## config.mk

```make
export PLATFORM = sky130hd
export DESIGN_NAME = alu_unit
export DESIGN_NICKNAME = d
export VERILOG_FILES = /design/src/common/alu_pkg.sv /design/src/hdl/alu_core.sv /design/src/hdl/alu_unit.sv
export SDC_FILE = /design/constraint.sdc
export NUM_CORES = 1
export LEC_CHECK = 0
export BUFFER_PORTS_ARGS = -buffer_cell sky130_fd_sc_hd__buf_2
export CORE_MARGIN = 1.5
export CORE_UTILIZATION = 56
export CTS_BUF_LIST = sky130_fd_sc_hd__clkbuf_16
export DETAILED_ROUTE_END_ITERATION = 16
export MAX_ROUTING_LAYER = met4
export PLACE_DENSITY = 0.79
export SYNTH_ARGS = -nofsm -noshare
export SYNTH_HDL_FRONTEND = slang
export SYNTH_SLANG_ARGS = --single-unit
```

## constraint.sdc

```tcl
create_clock -name clk_sys -period 12.05 [get_ports clk_sys]
set_clock_uncertainty 0.2 [all_clocks]
set_input_delay 0 -clock clk_sys [delete_from_list [all_inputs] [get_ports clk_sys]]
set_output_delay 0 -clock clk_sys [all_outputs]
set_load 0.1 [all_outputs]
```

## src/common/alu_pkg.sv

```systemverilog
package alu_pkg;
  localparam int unsigned CLK_PERIOD_NS = 100;
  localparam logic [2:0] CYC_ONE = 3'h1;
  localparam logic [2:0] CYC_TWO = 3'h2;
  localparam logic [2:0] CYC_FOUR = 3'h4;
  localparam logic [7:0] ACC_RST = 8'h00;
  localparam logic [7:0] BREG_RST = 8'h00;
  localparam logic [15:0] DATA_POINTER_RST = 16'h0000;
  localparam logic [7:0] PSW_RST = 8'h00;
  localparam int unsigned PSW_CY = 7;
  localparam int unsigned PSW_AC = 6;
  localparam int unsigned PSW_OV = 2;
  localparam int unsigned PSW_RS1 = 4;
  localparam int unsigned PSW_RS0 = 3;
  // operand form in low bits of class opcodes
  localparam logic [3:0] FRM_IMM = 4'h4;
  localparam logic [3:0] FRM_DIR = 4'h5;
  localparam logic [3:0] FRM_IND0 = 4'h6;
  localparam logic [3:0] FRM_IND1 = 4'h7;
  localparam logic [3:0] FRM_DIR_A = 4'h2;
  localparam logic [3:0] FRM_DIR_IMM = 4'h3;
  // high nibbles of the opcode classes
  localparam logic [3:0] HI_ADD = 4'h2;
  localparam logic [3:0] HI_ADD_WITH_CARRY = 4'h3;
  localparam logic [3:0] HI_LOGICAL_OR_OP = 4'h4;
  localparam logic [3:0] HI_LOGICAL_AND_OP = 4'h5;
  localparam logic [3:0] HI_LOGICAL_XOR_OP = 4'h6;
  localparam logic [3:0] HI_SUBTRACT_WITH_BORROW = 4'h9;
  localparam logic [3:0] HI_INC = 4'h0;
  localparam logic [3:0] HI_DEC = 4'h1;
  localparam logic [7:0] OP_RR = 8'h03;
  localparam logic [7:0] OP_ROTATE_RIGHT_VIA_CARRY = 8'h13;
  localparam logic [7:0] OP_RL = 8'h23;
  localparam logic [7:0] OP_ROTATE_LEFT_VIA_CARRY = 8'h33;
  localparam logic [7:0] OP_INC_A = 8'h04;
  localparam logic [7:0] OP_DEC_A = 8'h14;
  localparam logic [7:0] OP_DIV = 8'h84;
  localparam logic [7:0] OP_INC_DP = 8'hA3;
  localparam logic [7:0] OP_MUL = 8'hA4;
  localparam logic [7:0] OP_SWAP = 8'hC4;
  localparam logic [7:0] OP_DA = 8'hD4;
  localparam logic [7:0] OP_CLR = 8'hE4;
  localparam logic [7:0] OP_CPL = 8'hF4;

  typedef enum logic [1:0] {
    ALU_IDLE = 2'b00,
    ALU_BUSY = 2'b01,
    ALU_DONE = 2'b11
  } alu_state_e;

  typedef struct packed {
    logic valid;
    logic [7:0] opcode;
    logic [7:0] operand1;
    logic [7:0] operand2;
    logic [7:0] mem_data;
  } alu_req_s;

  typedef struct packed {
    logic wr;
    logic [7:0] addr;
    logic [7:0] data;
  } alu_mem_s;
endpackage : alu_pkg

```

## src/hdl/alu_core.sv

```systemverilog
`timescale 1ns/100ps
// pure combinational evaluation of one instruction
module alu_core import alu_pkg::*; (
  input wire logic [7:0] opcode,
  input wire logic [7:0] acc,
  input wire logic [7:0] breg,
  input wire logic [7:0] src,
  input wire logic [7:0] imm,
  input wire logic [15:0] sixteen_bit_data_pointer,
  input wire logic [7:0] psw,
  output logic [7:0] res_acc,
  output logic [7:0] res_b,
  output logic [7:0] res_mem,
  output logic [15:0] res_data_pointer,
  output logic [7:0] res_psw,
  output logic wr_acc,
  output logic wr_mem,
  output logic [2:0] cycles
);
  logic [3:0] hi;
  logic [3:0] lo;
  logic cy;
  logic [8:0] sum;
  logic [4:0] half;
  logic [15:0] prod;
  logic [8:0] da_t;
  logic opnd;
  logic cin;
  logic [7:0] with_acc;
  logic [7:0] with_imm;
  always_comb begin
    hi = opcode[7:4];
    lo = opcode[3:0];
    cy = psw[PSW_CY];
    res_acc = acc;
    res_b = breg;
    res_mem = src;
    res_data_pointer = sixteen_bit_data_pointer;
    res_psw = psw;
    wr_acc = 1'b0;
    wr_mem = 1'b0;
    cycles = CYC_ONE;
    sum = 9'h000;
    half = 5'h00;
    prod = 16'h0000;
    da_t = 9'h000;
    // immediate form is an accumulator source as well
    opnd = (lo >= FRM_IMM);
    cin = (hi == HI_ADD_WITH_CARRY) & cy;
    with_acc = acc ^ src;
    with_imm = imm ^ src;
    if (hi == HI_LOGICAL_AND_OP) begin
      with_acc = acc & src;
      with_imm = imm & src;
    end else if (hi == HI_LOGICAL_OR_OP) begin
      with_acc = acc | src;
      with_imm = imm | src;
    end
    if (opnd && (hi == HI_ADD || hi == HI_ADD_WITH_CARRY)) begin
      // carry-in only for the with-carry class
      sum = {1'b0, acc} + {1'b0, src} + {8'h00, cin};
      half = {1'b0, acc[3:0]} + {1'b0, src[3:0]} + {4'h0, cin};
      res_acc = sum[7:0];
      wr_acc = 1'b1;
      res_psw[PSW_CY] = sum[8];
      res_psw[PSW_AC] = half[4];
      res_psw[PSW_OV] = (acc[7] == src[7]) && (sum[7] != acc[7]);
    end else if (opnd && hi == HI_SUBTRACT_WITH_BORROW) begin
      sum = {1'b0, acc} - {1'b0, src} - {8'h00, cy};
      half = {1'b0, acc[3:0]} - {1'b0, src[3:0]} - {4'h0, cy};
      res_acc = sum[7:0];
      wr_acc = 1'b1;
      res_psw[PSW_CY] = sum[8];
      res_psw[PSW_AC] = half[4];
      res_psw[PSW_OV] = (acc[7] != src[7]) && (sum[7] != acc[7]);
    end else if (hi == HI_LOGICAL_AND_OP || hi == HI_LOGICAL_OR_OP ||
        hi == HI_LOGICAL_XOR_OP) begin
      // logic ops never touch the flags here; alu_unit still recomputes parity from the result
      if (opnd) begin
        wr_acc = 1'b1;
        res_acc = with_acc;
      end else if (lo == FRM_DIR_A) begin
        wr_mem = 1'b1;
        res_mem = with_acc;
      end else if (lo == FRM_DIR_IMM) begin
        wr_mem = 1'b1;
        cycles = CYC_TWO;
        res_mem = with_imm;
      end
    end else if ((hi == HI_INC || hi == HI_DEC) && lo >= FRM_DIR) begin
      wr_mem = 1'b1;
      res_mem = (hi == HI_INC) ? src + 8'h01 : src - 8'h01;
    end else begin
      case (opcode)
        OP_INC_A: begin wr_acc = 1'b1; res_acc = acc + 8'h01; end
        OP_DEC_A: begin wr_acc = 1'b1; res_acc = acc - 8'h01; end
        OP_INC_DP: begin
          res_data_pointer = sixteen_bit_data_pointer + 16'h0001;
          cycles = CYC_TWO;
        end
        OP_MUL: begin
          prod = acc * breg;
          res_acc = prod[7:0];
          res_b = prod[15:8];
          wr_acc = 1'b1;
          cycles = CYC_FOUR;
          res_psw[PSW_CY] = 1'b0;
          res_psw[PSW_OV] = (prod[15:8] != 8'h00);
        end
        OP_DIV: begin
          wr_acc = 1'b1;
          cycles = CYC_FOUR;
          res_psw[PSW_CY] = 1'b0;
          res_psw[PSW_OV] = (breg == 8'h00);
          if (breg != 8'h00) begin
            res_acc = acc / breg;
            res_b = acc % breg;
          end
        end
        OP_DA: begin
          wr_acc = 1'b1;
          da_t = {cy, acc};
          if (psw[PSW_AC] || da_t[3:0] > 4'h9) da_t = da_t + 9'h006;
          if (da_t[8] || da_t[7:4] > 4'h9) da_t = da_t + 9'h060;
          res_acc = da_t[7:0];
          res_psw[PSW_CY] = cy | da_t[8];
        end
        OP_CLR: begin wr_acc = 1'b1; res_acc = 8'h00; end
        OP_CPL: begin wr_acc = 1'b1; res_acc = ~acc; end
        OP_SWAP: begin wr_acc = 1'b1; res_acc = {acc[3:0], acc[7:4]}; end
        OP_RL: begin wr_acc = 1'b1; res_acc = {acc[6:0], acc[7]}; end
        OP_RR: begin wr_acc = 1'b1; res_acc = {acc[0], acc[7:1]}; end
        OP_ROTATE_LEFT_VIA_CARRY: begin
          wr_acc = 1'b1;
          res_acc = {acc[6:0], cy};
          res_psw[PSW_CY] = acc[7];
        end
        OP_ROTATE_RIGHT_VIA_CARRY: begin
          wr_acc = 1'b1;
          res_acc = {cy, acc[7:1]};
          res_psw[PSW_CY] = acc[0];
        end
        default: begin
          res_acc = acc;
        end
      endcase
    end
  end
endmodule : alu_core

```

## src/hdl/alu_unit.sv

```systemverilog
`timescale 1ns/100ps
module alu_unit import alu_pkg::*; (
  input wire logic clk_sys,
  input wire logic rst_n,
  input wire alu_req_s req,
  output alu_mem_s mem_wr,
  output logic [7:0] src_addr,
  output logic busy,
  output logic done,
  output logic [7:0] acc,
  output logic [7:0] breg,
  output logic [15:0] sixteen_bit_data_pointer,
  output logic [7:0] psw
);
  alu_state_e state;
  alu_state_e next_state;
  logic [2:0] cnt;
  logic [2:0] next_cnt;
  logic [7:0] next_acc;
  logic [7:0] next_breg;
  logic [15:0] next_sixteen_bit_data_pointer;
  logic [7:0] next_psw;
  alu_mem_s next_mem_wr;
  logic next_busy;
  logic next_done;
  logic [7:0] r_acc;
  logic [7:0] r_b;
  logic [7:0] r_mem;
  logic [15:0] r_data_pointer;
  logic [7:0] r_psw;
  logic w_acc;
  logic w_mem;
  logic [2:0] cycles;
  logic [7:0] hold_op;
  logic [7:0] next_hold_op;
  logic [7:0] hold_src;
  logic [7:0] next_hold_src;
  logic [7:0] hold_imm;
  logic [7:0] next_hold_imm;
  logic [7:0] hold_addr;
  logic [7:0] next_hold_addr;
  logic [7:0] next_src_addr;
  logic [7:0] dst_addr;
  logic [3:0] lo;
  logic [4:0] bank;

  // the request is evaluated from held copies so a multi-cycle op is stable
  alu_core u_core (
    .opcode(hold_op),
    .acc(acc),
    .breg(breg),
    .src(hold_src),
    .imm(hold_imm),
    .sixteen_bit_data_pointer(sixteen_bit_data_pointer),
    .psw(psw),
    .res_acc(r_acc),
    .res_b(r_b),
    .res_mem(r_mem),
    .res_data_pointer(r_data_pointer),
    .res_psw(r_psw),
    .wr_acc(w_acc),
    .wr_mem(w_mem),
    .cycles(cycles)
  );

  // operand address for the memory side, decoded from the request and registered each cycle
  always_comb begin
    lo = req.opcode[3:0];
    bank = {1'b0, psw[PSW_RS1], psw[PSW_RS0], 2'b00} << 1;
    if (lo >= 4'h8) begin
      next_src_addr = {3'b000, bank} + {5'h00, lo[2:0]};
    end else if (lo == FRM_IND0 || lo == FRM_IND1) begin
      // pointer register value arrives as operand1 from the sequencer
      next_src_addr = req.operand1;
    end else begin
      next_src_addr = req.operand1;
    end
  end

  always_comb begin
    dst_addr = hold_addr;
    next_state = state;
    next_cnt = cnt;
    next_acc = acc;
    next_breg = breg;
    next_sixteen_bit_data_pointer = sixteen_bit_data_pointer;
    next_psw = psw;
    next_mem_wr = '0;
    next_busy = busy;
    next_done = 1'b0;
    next_hold_op = hold_op;
    next_hold_src = hold_src;
    next_hold_imm = hold_imm;
    next_hold_addr = hold_addr;
    case (state)
      ALU_IDLE: begin
        if (req.valid) begin
          // register/indirect source data comes on mem_data; immediate is operand
          next_hold_op = req.opcode;
          next_hold_addr = next_src_addr;
          next_hold_src = (req.opcode[3:0] == FRM_IMM) ? req.operand1 : req.mem_data;
          next_hold_imm = req.operand2;
          next_state = ALU_BUSY;
          next_busy = 1'b1;
          next_cnt = 3'h1;
        end
      end
      ALU_BUSY: begin
        if (cnt >= cycles) begin
          if (w_acc) next_acc = r_acc;
          next_breg = r_b;
          next_sixteen_bit_data_pointer = r_data_pointer;
          next_psw = {r_psw[7:1], ^(w_acc ? r_acc : acc)};
          next_mem_wr = '{wr: w_mem, addr: dst_addr, data: r_mem};
          next_done = 1'b1;
          next_busy = 1'b0;
          next_state = ALU_DONE;
        end else begin
          next_cnt = cnt + 3'h1;
        end
      end
      ALU_DONE: begin
        next_state = ALU_IDLE;
      end
      default: begin
        next_state = ALU_IDLE;
      end
    endcase
  end

  always_ff @(posedge clk_sys or negedge rst_n) begin
    if (!rst_n) begin
      state <= ALU_IDLE;
      cnt <= 3'h0;
      acc <= ACC_RST;
      breg <= BREG_RST;
      sixteen_bit_data_pointer <= DATA_POINTER_RST;
      psw <= PSW_RST;
      mem_wr <= '0;
      busy <= 1'b0;
      done <= 1'b0;
      hold_op <= 8'h00;
      hold_src <= 8'h00;
      hold_imm <= 8'h00;
      hold_addr <= 8'h00;
      src_addr <= 8'h00;
    end else begin
      state <= next_state;
      cnt <= next_cnt;
      acc <= next_acc;
      breg <= next_breg;
      sixteen_bit_data_pointer <= next_sixteen_bit_data_pointer;
      psw <= next_psw;
      mem_wr <= next_mem_wr;
      busy <= next_busy;
      done <= next_done;
      hold_op <= next_hold_op;
      hold_src <= next_hold_src;
      hold_imm <= next_hold_imm;
      hold_addr <= next_hold_addr;
      src_addr <= next_src_addr;
    end
  end

  add_one_cycle_a: assert property (@(posedge clk_sys) disable iff (!rst_n)
    (state == ALU_IDLE && req.valid && req.opcode[7:4] == HI_ADD && req.opcode[3:0] >= FRM_IMM)
    |=> ##1 done) else $error("add did not finish in one cycle");
  carry_add_a: assert property (@(posedge clk_sys) disable iff (!rst_n)
    (state == ALU_IDLE && req.valid && req.opcode[7:4] == HI_ADD_WITH_CARRY &&
      req.opcode[3:0] >= FRM_IMM) |=> !done ##1 done)
    else $error("add with carry timing wrong");
  borrow_sub_a: assert property (@(posedge clk_sys) disable iff (!rst_n)
    (state == ALU_IDLE && req.valid && req.opcode[7:4] == HI_SUBTRACT_WITH_BORROW &&
      req.opcode[3:0] >= FRM_IMM) |=> ##1 done)
    else $error("subtract timing wrong");
  mul_four_cycle_a: assert property (@(posedge clk_sys) disable iff (!rst_n)
    (state == ALU_IDLE && req.valid && req.opcode == OP_MUL)
    |=> !done [*4] ##1 done) else $error("multiply not four cycles");
  ptr_increment_a: assert property (@(posedge clk_sys) disable iff (!rst_n)
    (state == ALU_IDLE && req.valid && req.opcode == OP_INC_DP)
    |=> !done [*2] ##1 (done &&
      sixteen_bit_data_pointer == $past(sixteen_bit_data_pointer, 3) + 16'h0001))
    else $error("pointer increment wrong");
  and_imm_dir_a: assert property (@(posedge clk_sys) disable iff (!rst_n)
    (state == ALU_IDLE && req.valid && req.opcode == {HI_LOGICAL_AND_OP, FRM_DIR_IMM})
    |=> !done ##1 !done ##1 (mem_wr.wr && done)) else $error("and to byte wrong");
  or_imm_dir_a: assert property (@(posedge clk_sys) disable iff (!rst_n)
    (state == ALU_IDLE && req.valid && req.opcode == {HI_LOGICAL_OR_OP, FRM_DIR_IMM})
    |=> ##2 (mem_wr.wr && done)) else $error("or to byte wrong");
  xor_acc_dir_a: assert property (@(posedge clk_sys) disable iff (!rst_n)
    (state == ALU_IDLE && req.valid && req.opcode == {HI_LOGICAL_XOR_OP, FRM_DIR_A})
    |=> ##1 (mem_wr.wr && done)) else $error("xor to byte wrong");
  logic_keeps_cy_a: assert property (@(posedge clk_sys) disable iff (!rst_n)
    (done && (hold_op[7:4] == HI_LOGICAL_AND_OP || hold_op[7:4] == HI_LOGICAL_OR_OP ||
      hold_op[7:4] == HI_LOGICAL_XOR_OP)) |-> psw[PSW_CY] == $past(psw[PSW_CY]))
    else $error("logic op changed carry");
endmodule : alu_unit

```

# After elaboration in Yosys (flattened, before gate mapping)
# Index checks and enable logic that the tools add are counted.
# Widths: inputs -> output; s select.
# classes
add_sub_neg	16
mul	1
n_div	2
order_cmp	6
eq_ne	34
muxes	81
n_bitwise	13
n_reduce_logical	34
# op_table
op	count
$mux 8	22
$mux 9	12
$pmux 8 s12	1
$eq 8x8->1 const B	7
$mux 17	2
$mux 1	25
$mux 3	8
$add 16x1->16 const B	1
$add 8x1->8 const B	2
$and 8x8->8	2
$eq 4x2->1 const B	4
$eq 4x3->1 const B	4
$eq 8x5->1 const B	2
$eq 8x6->1 const B	2
$mul 8x8->16	1
$or 8x8->8	2
$pmux 8 s2	1
$reduce_bool 8->1	2
$sub 8x1->8 const B	2
$xor 8x8->8	2
$pmux 3 s2	2
$reduce_or 12->1	1
$reduce_and 5->1	2
$add 8x8->9	1
other kinds (48)	77
# word_totals
reg_bits	100
input_bits	35
elab_cells	206

# Longest topological paths before layout
# Gate-level depths: netlist (run 1).
# depth
word_depth	23
depth_mapped	52
mapped_depth_nobuf	51

# Modules after synthesis
# From an unflattened synthesis (run 1), not the netlist that was laid out.
# hier_totals
hier_cells	1360
hier_area_um2	12004.0
# modules_own_cells
module	instances	cells_each	area_per_inst_um2	seq_area_each_um2
alu_core	1	1083	7747.4	0.0
alu_unit	1	277	4256.6	2602.5

# Worst setup path before layout (run 1)
# OpenSTA, ideal clock, no wires.
# synth_timing
path_kind	register -> register
from	reg breg[0]
to	reg psw[0]
setup_time_ps	131
t_arrival_ps	12305
t_required_ps	11719
slack_ps	-587
stages_incl_launch_ff	49
path_buffers	1
period_less_slack_ps	12637
path_cell_list	dfrtp_1 inv_1 ha_1 a41oi_1 a21oi_1 ha_1 o21a_1 o211ai_1 and3b_1 or2_2 ha_1 o21a_1 o211ai_1 mux2_2 ha_1 a21oi_1 a21boi_0 o21ai_1 (+13 left out) o21a_1 o21a_1 o211ai_1 a21oi_1 nor2_1 clkbuf_1 mux2_2 ha_1 o21ai_0 o21ai_0 a21oi_1 a21oi_2 a2111oi_0 a2111oi_1 xnor3_1 xnor3_1 xor2_1 o21ai_1
# synth_via
elab_chain_len	9
word_cells_on_any_way	11
cone_classes	mul: 1; div: 1; mux: 7; reduce/logical: 2
# synth_lines
element	line	source
from (decl)	alu_unit.sv:11	output logic [7:0] breg,
from (signal assigned)	alu_unit.sv:151	breg <= next_breg;
$div 8x8->8 or $reduce_bool 8->1 (tied branches)	alu_core.sv:116, alu_core.sv:115	
$mux 8	alu_core.sv:115	if (breg != 8'h00) begin
$pmux 8 s12 *	alu_core.sv:94	case (opcode)
$mux 8 *	alu_core.sv:90	end else if ((hi == HI_INC || hi == HI_DEC) && lo >= FRM_DIR) begin
$mux 8 *	alu_core.sv:76	end else if (hi == HI_LOGICAL_AND_OP || hi == HI_LOGICAL_OR_OP ||
$mux 8 *	alu_core.sv:68	end else if (opnd && hi == HI_SUBTRACT_WITH_BORROW) begin
$mux 8 *	alu_core.sv:59	if (opnd && (hi == HI_ADD || hi == HI_ADD_WITH_CARRY)) begin
$mux 8 *	--	
$reduce_xor 8->1 *	alu_unit.sv:113	next_psw = {r_psw[7:1], ^(w_acc ? r_acc : acc)};
to (signal assigned)	alu_unit.sv:153	psw <= next_psw;
to (decl)	alu_unit.sv:13	output logic [7:0] psw
# Every way passes the cells marked *; elsewhere a longest branch is shown, timed or not.
# A chain may end at the register's enable or synchronous reset.

# Worst setup path in the final report (run 1)
# layout_timing
from	reg breg[4]
to	reg psw[0]
# The elaborated chain is that of the path after synthesis.

==> results of run 1 <==
logic make-up (layout without fill, tap and decap cells):
group	count (synthesis)	in the layout
fa+ha+maj	185	185
mux	59	59
other cells	1	7
xor+xnor	74	74
buf+inv	188	316
flops	100	100
simple gates	412	412
compound gates	341	341
stage by stage:
step                hold WS, ps  util (%)  setup slack, ps  std cells  setup TNS (ps)
floorplan                  -496         -             11.6       1363               0
global placement           -192      60.8              212       1685               0
detailed placement         -184      60.8             -208       1685            -208
CTS                         173      64.7             49.6       1746               0
global route                221      66.1             -189       1764            -204
finish                      174      66.1              462       1764               0
cell type report:
cell class	instances	area share, %
Inverter	116	3.25
Tap cell	270	2.52
Sequential cell	100	18.7
Clock inverter	7	0.662
Multi-Input combinational cell	1075	63.7
Clock buffer	9	1.68
Timing Repair Buffer	184	9.45
Antenna cell	3	0.0560
cell usage after synthesis, types with 10 or more instances:
master,count
mux2i_1,22
xor2_1,24
o21ai_0,68
nand3_1,12
and2_1,16
mux2_2,37
o221ai_1,11
nand2_1,128
a211oi_1,27
fa_1,43
xnor2_1,46
o21bai_1,11
dfrtp_1,100
o211ai_1,10
nor2b_1,17
nor3_1,32
a31oi_1,10
clkbuf_1,41
a21o_1,10
ha_1,142
o21a_1,24
buf_2,16
inv_1,114
nor2_1,130
a21oi_1,84
what timing repair did:
action                     4_1_cts  5_1_grt
pin swaps                        0       13
setup endpoints to repair        1       10
hold buffers                    45        0
setup buffers                    0       15
hold endpoints to repair        81        0
gates cloned                     0        0
gates resized for setup          4       31
critical path, delay by kind of cell, from the launching register on:
family	cells	cell delay, ps
AO/OA/AOI/OAI	20	3940
adder cells (fa/ha/maj)	7	2240
flip-flops	1	450
XOR/XNOR	3	640
buffers and inverters	5	870
AND/OR/NAND/NOR	9	1770
multiplexers	4	1400
placed cells by master, fill, tap and decap left out, drive strengths merged, types with 12 or more instances in the layout:
| master | instances |
|---|---|
| ha | 142 |
| inv | 119 |
| a211oi | 27 |
| nand3 | 13 |
| nor2b | 17 |
| xor2 | 24 |
| o21ai | 72 |
| nor3 | 35 |
| nor4 | 12 |
| a21oi | 86 |
| xnor2 | 46 |
| fa | 43 |
| mux2 | 37 |
| o21a | 24 |
| buf | 140 |
| mux2i | 22 |
| nand2 | 128 |
| dlygate4sd3 | 44 |
| dfrtp | 100 |
| and2 | 16 |
| nor2 | 131 |
| o221ai | 12 |
sequential cells by signal (all words and copies together) (netlist names):
| signal | flops |
|---|---|
| mem_wr | 17 |
| done | 1 |
| state | 2 |
| cnt | 3 |
| busy | 1 |
| acc | 8 |
| hold_src | 8 |
| sixteen_bit_data_pointer | 16 |
| dst_addr | 8 |
| breg | 8 |
| hold_op | 8 |
| psw | 4 |
| src_addr | 8 |
| hold_imm | 8 |
metal layers:
metal / track usage [%] / vias to the layer above
li1: - / 5044
met1: 46.1 / 5409
met2: 52.7 / 658
met3: 8.14 / 137
met4: 12.3 / 0
met5: - / -
final timing paths:
check                            startpoint                      endpoint  slack [ps]
worst min-delay path                 req[9]                   hold_imm[1]         170
worst min register to register  dst_addr[7]                    mem_wr[15]         270
worst max-delay path                breg[4]                        psw[0]         460
max in group asynchronous             rst_n                       breg[0]       10250
min in group asynchronous             rst_n  sixteen_bit_data_pointer[15]         520
worst max register to register      breg[4]                        psw[0]         460
==> impl_metrics.ini, run 1 <==
[detailed_routing]
ant_nets = 0
wl_met1_um = 15300
dr_wl_met3_um = 3830
drc = 0
wl_per_cell_um = 21.1
top_layer = met4
wl_met2_um = 16600
via_per_inst = 6.38
drt-total-wl_um = 37200
vias = 11200
dr.pass1.iters = 7
drtIter0Drc = 1047

[placement]
dp_hpwl_um = 25700
io_buffers = 97
gp_congestion = 0.987
placed_area_mm2 = 0.0123

[yosys]
synth-simple-area-share_pct = 17.8
synth_top_family_by_area = adder cells
synth.cell_area_mm2 = 0.0116
yosysSeqAreaShare_pct = 21.6
synth_top_cell_by_area = dfrtp_1
synth_xor_area_share_pct = 6.06
synth_top_area_share_pct = 21.6
synth.area.top_cells = dfrtp_1 (22%), ha_1 (15%), fa_1 (7.4%), nor2_1 (4.2%), nand2_1 (4.1%)
synth-warning-count = 0
ys_types = 97
ys_seq_elements = 100
synth_cells = 1360
synth_edf_count = 0
synth-compound-area-share_pct = 19.7
synth-adder-area-share_pct = 22.7
muxShareOfSynthArea_pct = 5.49
syn-mean-instance-area_um2 = 8.53
ys_dominant_reg_cell = dfrtp_1
async_reset_ff_share_pct = 100

[timing]
setup_viol = 0
hold_viol = 0
finalCritPeriodShare_pct = 96.2
max_freq_ghz = 0.0863
drv_slew = 0
min_period_ps = 11590
tightest_slew_ps = 1210
timing.slew.headroom_pct = 19.4

[floorplan]
ioPinCount = 102
num_rows = 52
fp.dieW_um = 147
core-area_mm2 = 0.0203
die_y_um = 147
die_area_mm2 = 0.0216
initial_core_util_pct = 57.1

[worst_setup_path]
cpMaxStageDelayCell = dfrtp_2
cp-start-kind = flip-flop
reg2reg_depth = 48
cp_common_cell = ha_1
endpoint_kind = flip-flop
crit_path_max_incr_delay_ps = 450
path_class = reg -> reg
required_ps = 12150
crit_arrival_ps = 11680
worstPathMaxFanout = 11

[global_route]
grt_pass1_wl_um = 57700
grt_pass1_vias = 10700
grt_util_all_layers_pct = 34.9
grt_overflow = 0
grt_max_degree = 62
antenna_found_initial = 2

[clock_tree]
cts_buffers = 9
worst_skew_pair.late_latency_ps = 370
ctsLongestPathBuffers = 2
cts.htree.levels = 3
path_clk_slew_ps = 100
cts_tree = done
clk_root_buffer_cell = clkbuf_16
clkSinkCount = 100

[cells_and_area]
register_area_mm2 = 0.00251
nNetsFinal = 1706
area_growth_pct = 15.7
design_area_mm2 = 0.0134
fillers = 1698
multi_input_area_mm2 = 0.00854
drive_above_1_share_pct = 17.6

[hold_path]
hold_depth = 4
hold_path.class = in -> reg

[run]
drv_cap = 0

[status]
status = completed
Power of run 1 is left out: the tool's default activity adds up to more than one toggle a clock period on the data nets, which glitch-free logic cannot reach.
==> inputs of run 2 (changes only) <==
Settings changed: CORE_UTILIZATION 56 to 59, CTS_BUF_LIST sky130_fd_sc_hd__clkbuf_16 to default.
Clock period 12.05 ns to 14.3 ns, I/O delays scaled along.
==> impl_metrics.ini, run 2 (synthesis results as in run 1) <==
[cells_and_area]
largestRegisters = mem_wr (17), sixteen_bit_data_pointer (16)
drive_above_1_share_pct = 14.2
final_common_cell = ha_1
area_growth_pct = 12.4
regMostFlops = mem_wr
layout_common_cells = ha_1 (142), nor2_1 (129), nand2_1 (128)
fillers = 1596
antenna_cells = 0
nNetsFinal = 1681
largest_reg_flops = 17

[floorplan]
die_area_mm2 = 0.0205
die_y_um = 143
ioPinCount = 102
core-area_mm2 = 0.0194
num_rows = 51
fp.dieW_um = 143
initial_core_util_pct = 59.8

[worst_setup_path]
worstPathMaxFanout = 12
crit_arrival_ps = 13460
reg2reg_depth = 47
endpoint_kind = flip-flop
crit_path_max_incr_delay_ps = 700
cp-start-kind = flip-flop
cp_common_cell = ha_1
path_class = reg -> reg
cpMaxStageDelayCell = a41oi_1
required_ps = 14380

[clock_tree]
path_clk_slew_ps = 80
clk_root_buffer_cell = clkbuf_16
ctsLongestPathBuffers = 2
cts_tree = done
clkSinkCount = 100
cts.htree.levels = 3
worst_skew_pair.late_latency_ps = 370
cts_buffers = 9

[hold_path]
hold_path.class = in -> reg
hold_depth = 4

[timing]
hold_viol = 0
timing.slew.headroom_pct = 15.7
fin_tns_setup_ps = 0
drv_slew = 0
max_freq_ghz = 0.0747
setup_viol = 0
finalCritPeriodShare_pct = 93.6
tightest_slew_ps = 1260
rsz0062_at_grt = false
min_period_ps = 13380

[detailed_routing]
vias = 11000
ant_nets = 0
drtIter0Drc = 1278
via_per_inst = 6.37
wl_per_cell_um = 21.0
drt-total-wl_um = 36400
dr.pass1.iters = 8
drc = 0

[run]
drv_cap = 0

[global_route]
grt_pass1_wl_um = 55600
grt_pass1_vias = 10300
grt_util_all_layers_pct = 36.6
antenna_found_initial = 0
grt_overflow = 0
grt_max_degree = 63

[placement]
gp_congestion = 1.03
dp_hpwl_um = 25700
io_buffers = 97

[status]
status = completed
run 2: changes by cell type in the layout (fill, tap and decap cells not counted), moves of 3 or more:
| cell | before | now |
|---|---|---|
| diode_2 | 3 | 0 |
| mux2i_1 | 19 | 22 |
| a2111oi_4 | 3 | 0 |
| buf_4 | 42 | 18 |
| nor3_1 | 28 | 32 |
| a21oi_1 | 81 | 84 |
| dfrtp_2 | 6 | 0 |
| dfrtp_1 | 93 | 100 |
| ha_1 | 139 | 142 |
| nor3_2 | 5 | 1 |
| a21oi_2 | 4 | 1 |
| o21ai_0 | 65 | 68 |
run 2: repair_timing:
item	CTS	global route
resized for setup	0	5
buffers inserted	0	0
hold buffers	45	0
hold endpoints to repair	79	0
endpoints found under the setup margin	0	4
run 2: final timing paths:
path / startpoint / to / slack [ps]
max: breg[0] / psw[0] / 920
min: req[28] / hold_op[4] / 170
max reg2reg: breg[0] / psw[0] / 920
min reg2reg: sixteen_bit_data_pointer[15] / sixteen_bit_data_pointer[15] / 280
max in group asynchronous: rst_n / mem_wr[15] / 12610
min in group asynchronous: rst_n / acc[5] / 490
run 2: final cells by class:
type / count / area (um^2) / area share [%]
multi-input cells: 1075 / 8380 / 64.3
flip-flops and latches: 100 / 2500 / 19.2
repair buffers: 159 / 1080 / 8.25
inverters: 116 / 435 / 3.34
well taps: 265 / 332 / 2.54
clock buffers: 9 / 225 / 1.73
clock inverters: 7 / 86.3 / 0.662
run 2: metal layers:
layer / wire, um / track usage (%) / share of wire, %
met5: 0 / - / 0
met4: 1500 / 13.5 / 4.1
met3: 4340 / 10.0 / 12
met2: 15900 / 54.1 / 44
met1: 14600 / 48.0 / 40
run 2: stage by stage:
| step | setup WS [ps] | util (%) | area [um^2] | hold WS (ps) | cells |
|---|---|---|---|---|---|
| floorplan | 1660 | - | 11600 | -496 | 1363 |
| global placement | 1030 | 63.1 | 12200 | -200 | 1670 |
| detailed placement | 500 | 63.1 | 12200 | -190 | 1670 |
| CTS | 452 | 67.1 | 13000 | 170 | 1731 |
| global route | 76.6 | 67.2 | 13000 | 178 | 1731 |
| finish | 918 | 67.2 | 13000 | 172 | 1731 |
run 2: worst max-delay path, delay by kind of cell (launching register included):
kind                     cells  cell delay, ps
AO/OA/AOI/OAI               25            6170
adder cells (fa/ha/maj)      8            2740
AND/OR/NAND/NOR              6            1220
multiplexers                 3            1180
XOR/XNOR                     3             640
flip-flops                   1             610
buffers and inverters        2             500
Power of run 2 is left out for the same reason.
